## src/design/spsf_pkg.sv

```systemverilog
package spsf_pkg;
  // ==========================================================
  // Register map (byte addresses)
  localparam logic [7:0] SPSF_OFF_STATUS = 8'h00;
  localparam logic [7:0] SPSF_OFF_DATA = 8'h04;
  localparam logic [7:0] SPSF_OFF_CTRL = 8'h08;
  localparam logic [7:0] SPSF_ADDR_MASK = 8'hFF;
  // ==========================================================
  // Status flag positions
  localparam int SPSF_TX_BUFFER_EMPTY_FLAG = 7;
  localparam int SPSF_TC = 6;
  localparam int SPSF_RX_FULL_FLAG = 5;
  localparam int SPSF_IDLE = 4;
  localparam int SPSF_OVR = 3;
  localparam int SPSF_NF = 2;
  localparam int SPSF_FE = 1;
  localparam int SPSF_PF = 0;
  localparam logic [7:0] SPSF_STATUS_RST = 8'hC0;
  localparam logic [7:0] SPSF_RX_FLAGS = 8'h3F;
  localparam logic [7:0] SPSF_TX_FLAGS = 8'hC0;
  // ==========================================================
  // Control register bit positions
  localparam int SPSF_C_SBK = 0;
  localparam int SPSF_C_ILT = 1;
  localparam int SPSF_C_NINE = 2;
  localparam int SPSF_C_PE = 3;
  localparam int SPSF_C_PODD = 4;
  localparam int SPSF_C_TE = 5;
  localparam logic [5:0] SPSF_CTRL_RST = 6'h00;
  // ==========================================================
  // Frame geometry
  localparam logic [3:0] SPSF_CHAR_BITS_8 = 4'hA;
  localparam logic [3:0] SPSF_CHAR_BITS_9 = 4'hB;
  localparam logic [3:0] SPSF_DATA_BITS_8 = 4'h8;
  localparam logic [3:0] SPSF_DATA_BITS_9 = 4'h9;
  localparam int SPSF_START_SAMPLES = 7;
  localparam int SPSF_BIT_SAMPLES = 3;
endpackage : spsf_pkg

```

## src/design/spsf_status.sv

```systemverilog
`timescale 1ns/1ns
// Behaviour
// - Buffer-empty set at reset and on shifter load
// - Done flag set when buffer empty, transmitter idle
// - Done clears: status read, then write/preamble/break
// - Receive-full set when character enters data register
// - Receive-full clears: status read, then data read
// - Idle set after one character time high
// - Idle-count select picks where counting begins
// - Idle clears: status read, then data read
// - Idle sets once, rearmed by new character
// - Overrun on unread data; new character dropped
// - Overrun clears: status read, then data read
// - Sample disagreement sets noise with receive-full
// - Noise clears: status read, then data read
// - Zero stop bit sets framing error
// - Framing clears: status read, then data read
// - Parity mismatch sets parity error when enabled
// - Parity clears: status read, then data read
// - Status register read-only, writes ignored
// - Character-length picks 8 or 9 data bits
// - Break request held while send-break set
module spsf_status (
  input wire logic mclk,
  input wire logic rst_n,
  input wire logic psel,
  input wire logic penable,
  input wire logic pwrite,
  input wire logic [7:0] paddr,
  input wire logic [31:0] pwdata,
  output logic [31:0] prdata,
  output logic pready,
  output logic pslverr,
  input wire logic tx_load,
  input wire logic tx_busy,
  output logic [8:0] tx_buf_data,
  output logic tx_buf_empty,
  output logic tx_preamble_req,
  output logic tx_break_req,
  output logic tx_enable,
  output logic cfg_nine_bit,
  output logic cfg_parity_en,
  output logic cfg_parity_odd,
  input wire logic rx_line,
  input wire logic bit_tick,
  input wire logic rx_start_strobe,
  input wire logic [6:0] rx_start_samples,
  input wire logic rx_bit_strobe,
  input wire logic [2:0] rx_bit_samples,
  input wire logic rx_stop_strobe,
  input wire logic [2:0] rx_stop_samples
);
  import spsf_pkg::*;

  // ==========================================================
  // State
  typedef struct packed {
    logic pready;
    logic pslverr;
    logic [31:0] prdata;
    logic [7:0] flags;
    logic [7:0] armed;
    logic [5:0] ctrl;
    logic [8:0] tx_buf;
    logic pre_req;
    logic [8:0] rx_data;
    logic [8:0] rx_shift;
    logic rx_par;
    logic rx_noise;
    logic [3:0] rx_cnt;
    logic in_frame;
    logic [3:0] idle_cnt;
    logic idle_armed;
  } spsf_state_t;

  spsf_state_t st_reg;
  spsf_state_t st_next;
  logic rst_meta_reg;
  logic rst_sync_reg;

  // ==========================================================
  // Helpers
  function automatic logic spsf_maj3(input logic [2:0] s);
    spsf_maj3 = (s[0] & s[1]) | (s[0] & s[2]) | (s[1] & s[2]);
  endfunction : spsf_maj3

  function automatic logic spsf_noisy3(input logic [2:0] s);
    spsf_noisy3 = !((&s) || !(|s));
  endfunction : spsf_noisy3

  // Reset release through two stages; first stage read only by second
  always_ff @(posedge mclk or negedge rst_n) begin
    if (!rst_n) begin
      rst_meta_reg <= 1'b0;
      rst_sync_reg <= 1'b0;
    end else begin
      rst_meta_reg <= 1'b1;
      rst_sync_reg <= rst_meta_reg;
    end
  end

  // ==========================================================
  // Bus decode: one wait state so read data comes from a flop
  logic acc;
  logic wr_data;
  logic rd_data;
  logic rd_stat;
  logic wr_ctrl;
  logic mapped;
  logic te_rise;
  logic sbk_write;
  logic tx_clr;
  logic tc_clr;
  logic rx_clr;
  logic rx_ok;
  logic stop_bit;
  logic par_bad;
  logic [3:0] char_time;
  logic [3:0] data_bits;
  logic [7:0] set_v;
  logic [7:0] clr_v;

  always_comb begin
    acc = psel && penable && st_reg.pready;
    mapped = (paddr == SPSF_OFF_STATUS) || (paddr == SPSF_OFF_DATA) || (paddr == SPSF_OFF_CTRL);
    wr_data = acc && pwrite && (paddr == SPSF_OFF_DATA);
    rd_data = acc && !pwrite && (paddr == SPSF_OFF_DATA);
    rd_stat = acc && !pwrite && (paddr == SPSF_OFF_STATUS);
    wr_ctrl = acc && pwrite && (paddr == SPSF_OFF_CTRL);
    te_rise = wr_ctrl && pwdata[SPSF_C_TE] && !st_reg.ctrl[SPSF_C_TE];
    sbk_write = wr_ctrl && pwdata[SPSF_C_SBK];
    char_time = st_reg.ctrl[SPSF_C_NINE] ? SPSF_CHAR_BITS_9 : SPSF_CHAR_BITS_8;
    data_bits = st_reg.ctrl[SPSF_C_NINE] ? SPSF_DATA_BITS_9 : SPSF_DATA_BITS_8;
    stop_bit = spsf_maj3(rx_stop_samples);
    par_bad = st_reg.ctrl[SPSF_C_PE] && (st_reg.rx_par != st_reg.ctrl[SPSF_C_PODD]);
    // Clears act only on flags caught by the preceding status read
    tx_clr = wr_data;
    tc_clr = wr_data || te_rise || sbk_write;
    rx_clr = rd_data;
    rx_ok = rx_stop_strobe && (!st_reg.flags[SPSF_RX_FULL_FLAG] || (rx_clr && st_reg.armed[SPSF_RX_FULL_FLAG]));
  end

  // ==========================================================
  // Next-state logic
  always_comb begin
    st_next = st_reg;
    set_v = 8'h00;
    clr_v = 8'h00;
    // Bus answer
    st_next.pready = psel && penable && !st_reg.pready;
    st_next.pslverr = psel && penable && !st_reg.pready && !mapped;
    st_next.prdata = 32'h0000_0000;
    if (psel && penable && !st_reg.pready && !pwrite) begin
      case (paddr)
        SPSF_OFF_STATUS: st_next.prdata = {24'h00_0000, st_reg.flags};
        SPSF_OFF_DATA: st_next.prdata = {23'h00_0000, st_reg.rx_data};
        SPSF_OFF_CTRL: st_next.prdata = {26'h000_0000, st_reg.ctrl};
        default: st_next.prdata = 32'h0000_0000;
      endcase
    end
    // Control and transmit buffer; status writes fall through untouched
    if (wr_ctrl) begin
      st_next.ctrl = pwdata[5:0];
    end
    if (wr_data) begin
      st_next.tx_buf = pwdata[8:0];
    end
    if (te_rise) begin
      st_next.pre_req = 1'b1;
    end else if (tx_load) begin
      st_next.pre_req = 1'b0;
    end
    // Clear masks from latched flags
    if (tx_clr) begin
      clr_v[SPSF_TX_BUFFER_EMPTY_FLAG] = st_reg.armed[SPSF_TX_BUFFER_EMPTY_FLAG];
    end
    if (tc_clr) begin
      clr_v[SPSF_TC] = st_reg.armed[SPSF_TC];
    end
    if (rx_clr) begin
      clr_v = clr_v | (st_reg.armed & SPSF_RX_FLAGS);
    end
    // Hardware set events
    set_v[SPSF_TX_BUFFER_EMPTY_FLAG] = tx_load;
    set_v[SPSF_TC] = st_reg.flags[SPSF_TX_BUFFER_EMPTY_FLAG] && !tx_busy && !st_reg.pre_req
                     && !st_reg.ctrl[SPSF_C_SBK] && !tc_clr;
    // Receive shifter bookkeeping
    if (rx_start_strobe) begin
      st_next.in_frame = 1'b1;
      st_next.rx_cnt = 4'h0;
      st_next.rx_par = 1'b0;
      st_next.rx_shift = 9'h000;
      st_next.rx_noise = !((&rx_start_samples) || !(|rx_start_samples));
    end else if (rx_bit_strobe && st_reg.rx_cnt < data_bits) begin
      st_next.rx_shift = {spsf_maj3(rx_bit_samples), st_reg.rx_shift[8:1]};
      st_next.rx_par = st_reg.rx_par ^ spsf_maj3(rx_bit_samples);
      st_next.rx_noise = st_reg.rx_noise | spsf_noisy3(rx_bit_samples);
      st_next.rx_cnt = st_reg.rx_cnt + 4'h1;
    end
    if (rx_stop_strobe) begin
      st_next.in_frame = 1'b0;
      if (rx_ok) begin
        // Accept: data and its error bits land together
        st_next.rx_data = st_reg.ctrl[SPSF_C_NINE] ? st_reg.rx_shift : {1'b0, st_reg.rx_shift[8:1]};
        set_v[SPSF_RX_FULL_FLAG] = 1'b1;
        set_v[SPSF_NF] = st_reg.rx_noise | spsf_noisy3(rx_stop_samples);
        set_v[SPSF_FE] = !stop_bit;
        set_v[SPSF_PF] = par_bad;
        st_next.idle_armed = 1'b1;
        clr_v[SPSF_NF] = 1'b1;
        clr_v[SPSF_FE] = 1'b1;
        clr_v[SPSF_PF] = 1'b1;
      end else begin
        set_v[SPSF_OVR] = 1'b1;
      end
    end
    // Idle detection counted in bit times of high line
    if (bit_tick) begin
      if (!rx_line || (st_reg.ctrl[SPSF_C_ILT] && st_reg.in_frame)) begin
        st_next.idle_cnt = 4'h0;
      end else if (st_reg.idle_cnt < char_time) begin
        st_next.idle_cnt = st_reg.idle_cnt + 4'h1;
      end
    end
    if (bit_tick && rx_line && st_reg.idle_armed && st_reg.idle_cnt == char_time - 4'h1
        && !(st_reg.ctrl[SPSF_C_ILT] && st_reg.in_frame)) begin
      set_v[SPSF_IDLE] = 1'b1;
      st_next.idle_armed = 1'b0;
    end
    // Set wins over clear
    st_next.flags = (st_reg.flags & ~clr_v) | set_v;
    if (rd_stat) begin
      st_next.armed = st_reg.flags;
    end else begin
      st_next.armed = st_reg.armed & ~clr_v;
    end
  end

  // ==========================================================
  // State register
  always_ff @(posedge mclk or negedge rst_sync_reg) begin
    if (!rst_sync_reg) begin
      st_reg <= '0;
      st_reg.flags <= SPSF_STATUS_RST;
      st_reg.ctrl <= SPSF_CTRL_RST;
    end else begin
      st_reg <= st_next;
    end
  end

  // ==========================================================
  // Outputs, all straight from state
  always_comb begin
    prdata = st_reg.prdata;
    pready = st_reg.pready;
    pslverr = st_reg.pslverr;
    tx_buf_data = st_reg.tx_buf;
    tx_buf_empty = st_reg.flags[SPSF_TX_BUFFER_EMPTY_FLAG];
    tx_preamble_req = st_reg.pre_req;
    tx_break_req = st_reg.ctrl[SPSF_C_SBK];
    tx_enable = st_reg.ctrl[SPSF_C_TE];
    cfg_nine_bit = st_reg.ctrl[SPSF_C_NINE];
    cfg_parity_en = st_reg.ctrl[SPSF_C_PE];
    cfg_parity_odd = st_reg.ctrl[SPSF_C_PODD];
  end
endmodule : spsf_status

```

## config.mk

```make
export PLATFORM = sky130hd
export DESIGN_NAME = spsf_status
export DESIGN_NICKNAME = d
export VERILOG_FILES = /design/src/design/spsf_pkg.sv /design/src/design/spsf_status.sv
export SDC_FILE = /design/constraint.sdc
export NUM_CORES = 1
export LEC_CHECK = 0
export BUFFER_PORTS_ARGS = -buffer_cell sky130_fd_sc_hd__buf_2
export CAP_MARGIN = 40
export CORE_MARGIN = 5
export CORE_UTILIZATION = 52
export CTS_BUF_LIST = sky130_fd_sc_hd__clkbuf_16
export CTS_CLUSTER_SIZE = 12
export DETAILED_ROUTE_END_ITERATION = 12
export PLACE_DENSITY = 0.81
export SLEW_MARGIN = 30
export SYNTH_ARGS = -nofsm -noshare
export SYNTH_HDL_FRONTEND = slang
export SYNTH_SLANG_ARGS = --single-unit
```

## constraint.sdc

```tcl
create_clock -name mclk -period 2.62 [get_ports mclk]
set_input_delay 0.524 -clock mclk [delete_from_list [all_inputs] [get_ports mclk]]
set_output_delay 0.524 -clock mclk [all_outputs]
set_load 0.05 [all_outputs]
```

=== Word-level counts from Yosys, hierarchy flattened ===
Cells that the tools add are included.

* Word-level logic and storage cells: 143
* Register bits after elaboration: 98
* Output and inout port bits: 50
* Input bits: 65

* Magnitude comparators: 2
* Bitwise logic cells: 18
* Reductions and logical operators: 70
* Muxes and demuxes: 28
* Eq/ne operators: 4
* Add/subtract/negate cells: 3

{| class="wikitable"
|+ Operators by type and width
! cell !! count
|-
| $mux W32 || 1
|-
| $mux W15 || 2
|-
| $logic_and A1 B1 Y1 || 27
|-
| $pmux W9 S3 || 1
|-
| $logic_not A1 Y1 || 18
|-
| $and A8 B8 Y8 || 2
|-
| $mux W8 || 2
|-
| $mux W1 || 15
|-
| $mux W4 || 3
|-
| $reduce_bool A2 Y1 || 6
|-
| $logic_or A1 B1 Y1 || 9
|-
| $mux W3 || 3
|-
| $mux W9 || 1
|-
| $add A4 B1 Y4 const B || 2
|-
| $eq A8 B3 Y1 const B || 1
|-
| $eq A8 B4 Y1 const B || 1
|-
| $logic_not A8 Y1 || 1
|-
| $lt A4 B4 Y1 || 2
|-
| $not A8 Y8 || 1
|-
| $or A8 B6 Y8 || 1
|-
| $or A8 B8 Y8 || 1
|-
| $reduce_and A7 Y1 || 1
|-
| $reduce_or A7 Y1 || 1
|-
| $and A1 B1 Y1 || 6
|-
| other kinds (8) || 17
|}

=== Logic depth before layout (Yosys ltp) ===
* Word-level depth: 16
* Mapped depth: 6
* Depth with buffers taken out: 6

=== Worst setup path after synthesis ===
No wires, ideal clock.

* Kind: in2reg
* Start point: in paddr[1]
* End point: reg st_reg, in the netlist cfg_nine_bit
* Path slack: 0.731 ns
* Data arrival time: 1.764 ns
* Stages: 4
* Buffers on the path: 0
* Library setup time: 0.125 ns
* Required time: 2.495 ns
* Path through: nor4_4 > nand4_1 > nor3_4 > mux2_2

* Cells in the longest elaborated chain, start to end: 2

{| class="wikitable"
|+ RTL lines
! item !! RTL line !! text
|-
| start: declaration || spsf_status.sv:29 || <nowiki>input wire logic [7:0] paddr,</nowiki>
|-
| $eq A8 B4 Y1 || spsf_status.sv:129 || <nowiki>wr_ctrl = acc && pwrite && (paddr == SPSF_OFF_CTRL);</nowiki>
|-
| $logic_and A1 B1 Y1 || spsf_status.sv:129 ||
|-
| end signal: assignment || spsf_status.sv:247 || <nowiki>st_reg <= st_next;</nowiki>
|-
| end: declaration || spsf_status.sv:76 || <nowiki>spsf_state_t st_reg;</nowiki>
|}

Every way passes these cells.
A chain may end at the register's enable or synchronous reset.

=== Worst setup path in the final report ===
* Start point: in paddr[1]
* End point: reg st_reg[41] in the netlist's numbering

The elaborated chain is that of the path after synthesis.

==> impl_metrics.py <==
metrics = {
    "logic_synthesis": {
        "synth_edf_count": 0,
        "synth_area_leader_cell": "dfrtp_1",
        "yosysSeqAreaShare": 0.4967,
        "synthTopCellsByArea": "dfrtp_1, buf_4, mux2_2",
        "synth-seq-cells": 75,
        "syn_inst": 339,
        "ys_warn_count": 0,
        "synth_top_area_frac": 0.4828,
        "synth_area_um2": 3784,
        "avgSynthCellArea_um2": 11.16,
        "async_flop_share": 1.000,
        "synthFlopType": "dfrtp_1",
        "yosysUniqueCellTypes": 50,
    },
    "cells_and_area": {
        "area_delta_synth_final_pct": 13.72,
        "drive_above_1_share": 0.3300,
        "final_common_cell": "dfrtp_1",
        "antenna_cells": 0,
        "post-route-util": 0.5997,
        "fillers": 601,
        "ff_latch_area_um2": 1881,
        "finalInstanceArea_um2": 4303,
        "final_nets": 466,
        "final_cell_mix": "dfrtp_1, buf_2, nor2_1, mux2_2, conb_1",
        "largest_reg_flops": 46,
        "multi_input_area_um2": 1577,
    },
    "clock_network": {
        "postCtsResizedCells": 0,
        "htree_levels": 3,
        "cts_root_buf": "clkbuf_16",
        "clk_path_buf_depth": 2,
        "cts_tree": "built",
        "clk_pin_slew_ps": 50,
        "clkLatencyLatePin_ps": 330,
        "cts_num_sinks": 75,
        "cts_made_buffers": 9,
    },
    "worst_setup_path": {
        "r2r-start": "pready",
        "reg2reg_slack_ps": 800,
        "setup.worst_path.end": "st_reg[41]",
        "cp-start-kind": "input port",
        "critPathCaptureType": "register",
        "crit_arrival_ps": 2140,
        "r2r.worst_path.cells": 4,
        "path_max_fanout": 7,
        "required_ps": 2830,
        "path_class": "input port to register",
        "regToRegEndpoint": "st_reg[27]",
        "critPathLaunch": "paddr[1]",
    },
    "routing": {
        "vias": 2658,
        "dr.first_iter.drc_count": 163,
        "postRouteWirelength_mm": 7.512,
        "first_pass_iters": 4,
        "ant_nets": 0,
        "routedWlPerCell_um": 14.96,
        "drc": 0,
        "post_drt_via_cell_ratio": 5.295,
    },
    "floorplan": {
        "die-area_um2": 9082,
        "io_pins": 115,
        "core.rowCount": 31,
        "initial_core_util": 0.5273,
        "core_um2": 7176,
        "chipWidth_um": 95.30,
        "die_y_um": 95.30,
    },
    "global_routing": {
        "grt_pass1_vias": 2657,
        "antenna_found_initial": 0,
        "track_usage": 0.1778,
        "grt-ovfl-total": 0,
        "grt_max_degree": 51,
        "grt_pass1_wl_mm": 12.31,
    },
    "sta": {
        "setup_tns_ps": 0,
        "relSlewSlack": 0.5743,
        "tightest_slew_ps": 638.5,
        "finalSetupViolCount": 0,
        "period_minus_slack_ps": 1930,
        "setup_ws_ps": 690.4,
        "drv_slew": 0,
        "hold_viol": 0,
        "fmax_mhz": 518.2,
        "period_share": 0.7365,
        "rsz0062_at_grt": "false",
        "skew_ps": 6.420,
    },
    "place": {
        "place_hpwl_mm": 5.539,
        "routabilityCongestion": 0.8242,
        "placed_area_um2": 4035,
        "post-place-ws_ps": 353.5,
        "port_buffers": 68,
    },
    "job": {
        "max_cap_viol_count": 0,
    },
    "min_path": {
        "hold_path_class": "register to asynchronous set/reset pin",
    },
    "pwr": {
        "leakage_nw": 2.251,
        "pwr_density_cell_nw_per_um2": 590.2,
        "ir_worst_vdd_mv": 0.4806,
        "p_total_mw": 2.540,
    },
    "status": {
        "run_status": "finished, final reports clean",
    },
}
==> critical path, stage by stage <==
cell	delay [ps]
buf_2	120
nor4_4	420
nand4_1	270
nor3_4	420
mux2_2	390
==> per-stage QoR <==
step	hold WS, ps	instances
final	248.9	502
after global routing	302.7	502
after CTS	268.4	502
after detailed placement	268.0	485
after global placement	261.9	485
after floorplan	228.4	361
==> logic make-up (layout without fill, tap and decap cells) <==
logic type / after synthesis / after routing / share of synthesized area
AOI/OAI and AO/OA: 44 / 44 / 0.07606
adders and majority gates: 5 / 5 / 0.01521
other: 2 / 24 / 0.001985
DFF: 75 / 75 / 0.4967
muxes: 53 / 53 / 0.1558
buffers and inverters: 63 / 105 / 0.1085
and+or+nand+nor: 92 / 92 / 0.1343
xor gates and xnor gates: 5 / 5 / 0.01157
==> cell usage after synthesis (3+ instances only) <==
| cell | count |
|---|---|
| nor2_1 | 32 |
| a21oi_1 | 11 |
| buf_4 | 41 |
| a22o_2 | 3 |
| and3_1 | 3 |
| inv_1 | 13 |
| nand4_1 | 6 |
| nand3_1 | 3 |
| a22o_1 | 3 |
| mux2i_1 | 21 |
| o31ai_1 | 3 |
| ha_1 | 3 |
| dfrtp_1 | 73 |
| nor3_1 | 5 |
| nor2b_1 | 3 |
| mux2_2 | 27 |
| mux2_4 | 5 |
| buf_2 | 4 |
| nor4b_1 | 3 |
| xor2_1 | 4 |
| o21ai_0 | 12 |
| nand2_1 | 19 |
==> worst min-delay path by stage <==
stage | startpoint | to | slack [ps] | cells after the start
5_1_grt | rst_sync_reg | st_reg[11] | 300 | 0
4_1_cts | rst_sync_reg | st_reg[8] | 270 | 0
2_1_floorplan | rst_n | rst_meta_reg | 230 | 0
3_5_place_dp | rst_sync_reg | tx_buf_data[2] | 270 | 0
6_report | rst_sync_reg | tx_buf_data[2] | 250 | 0
3_3_place_gp | rst_sync_reg | tx_buf_data[2] | 260 | 0
==> where the power goes <==
part,internal (mW),total (mW),switching (mW)
Combinational,0.0792,0.257,0.178
Sequential,1.19,1.22,0.0336
Clock,0.622,1.06,0.436
==> routing by layer <==
layer / vias up / track usage / routed length, um
met2: 82 / 0.3061 / 3862
met1: 1316 / 0.2127 / 3016
met5: - / 0 / 0
met4: 0 / 0.04567 / 133
met3: 14 / 0.06077 / 500
li1: 1246 / - / -
==> area by class of cell <==
class / count / area share
clock buffers: 9 / 0.05234
repair buffers: 76 / 0.09654
flip-flops and latches: 75 / 0.4370
inverters: 13 / 0.01134
clock inverters: 7 / 0.007560
well taps: 99 / 0.02879
multi-input cells: 223 / 0.3664
==> timing repair <==
item	4_1_cts	5_1_grt
hold endpoints to repair	2	0
setup buffers	0	0
hold buffers	1	0
Power figures use the tool's default switching activity.
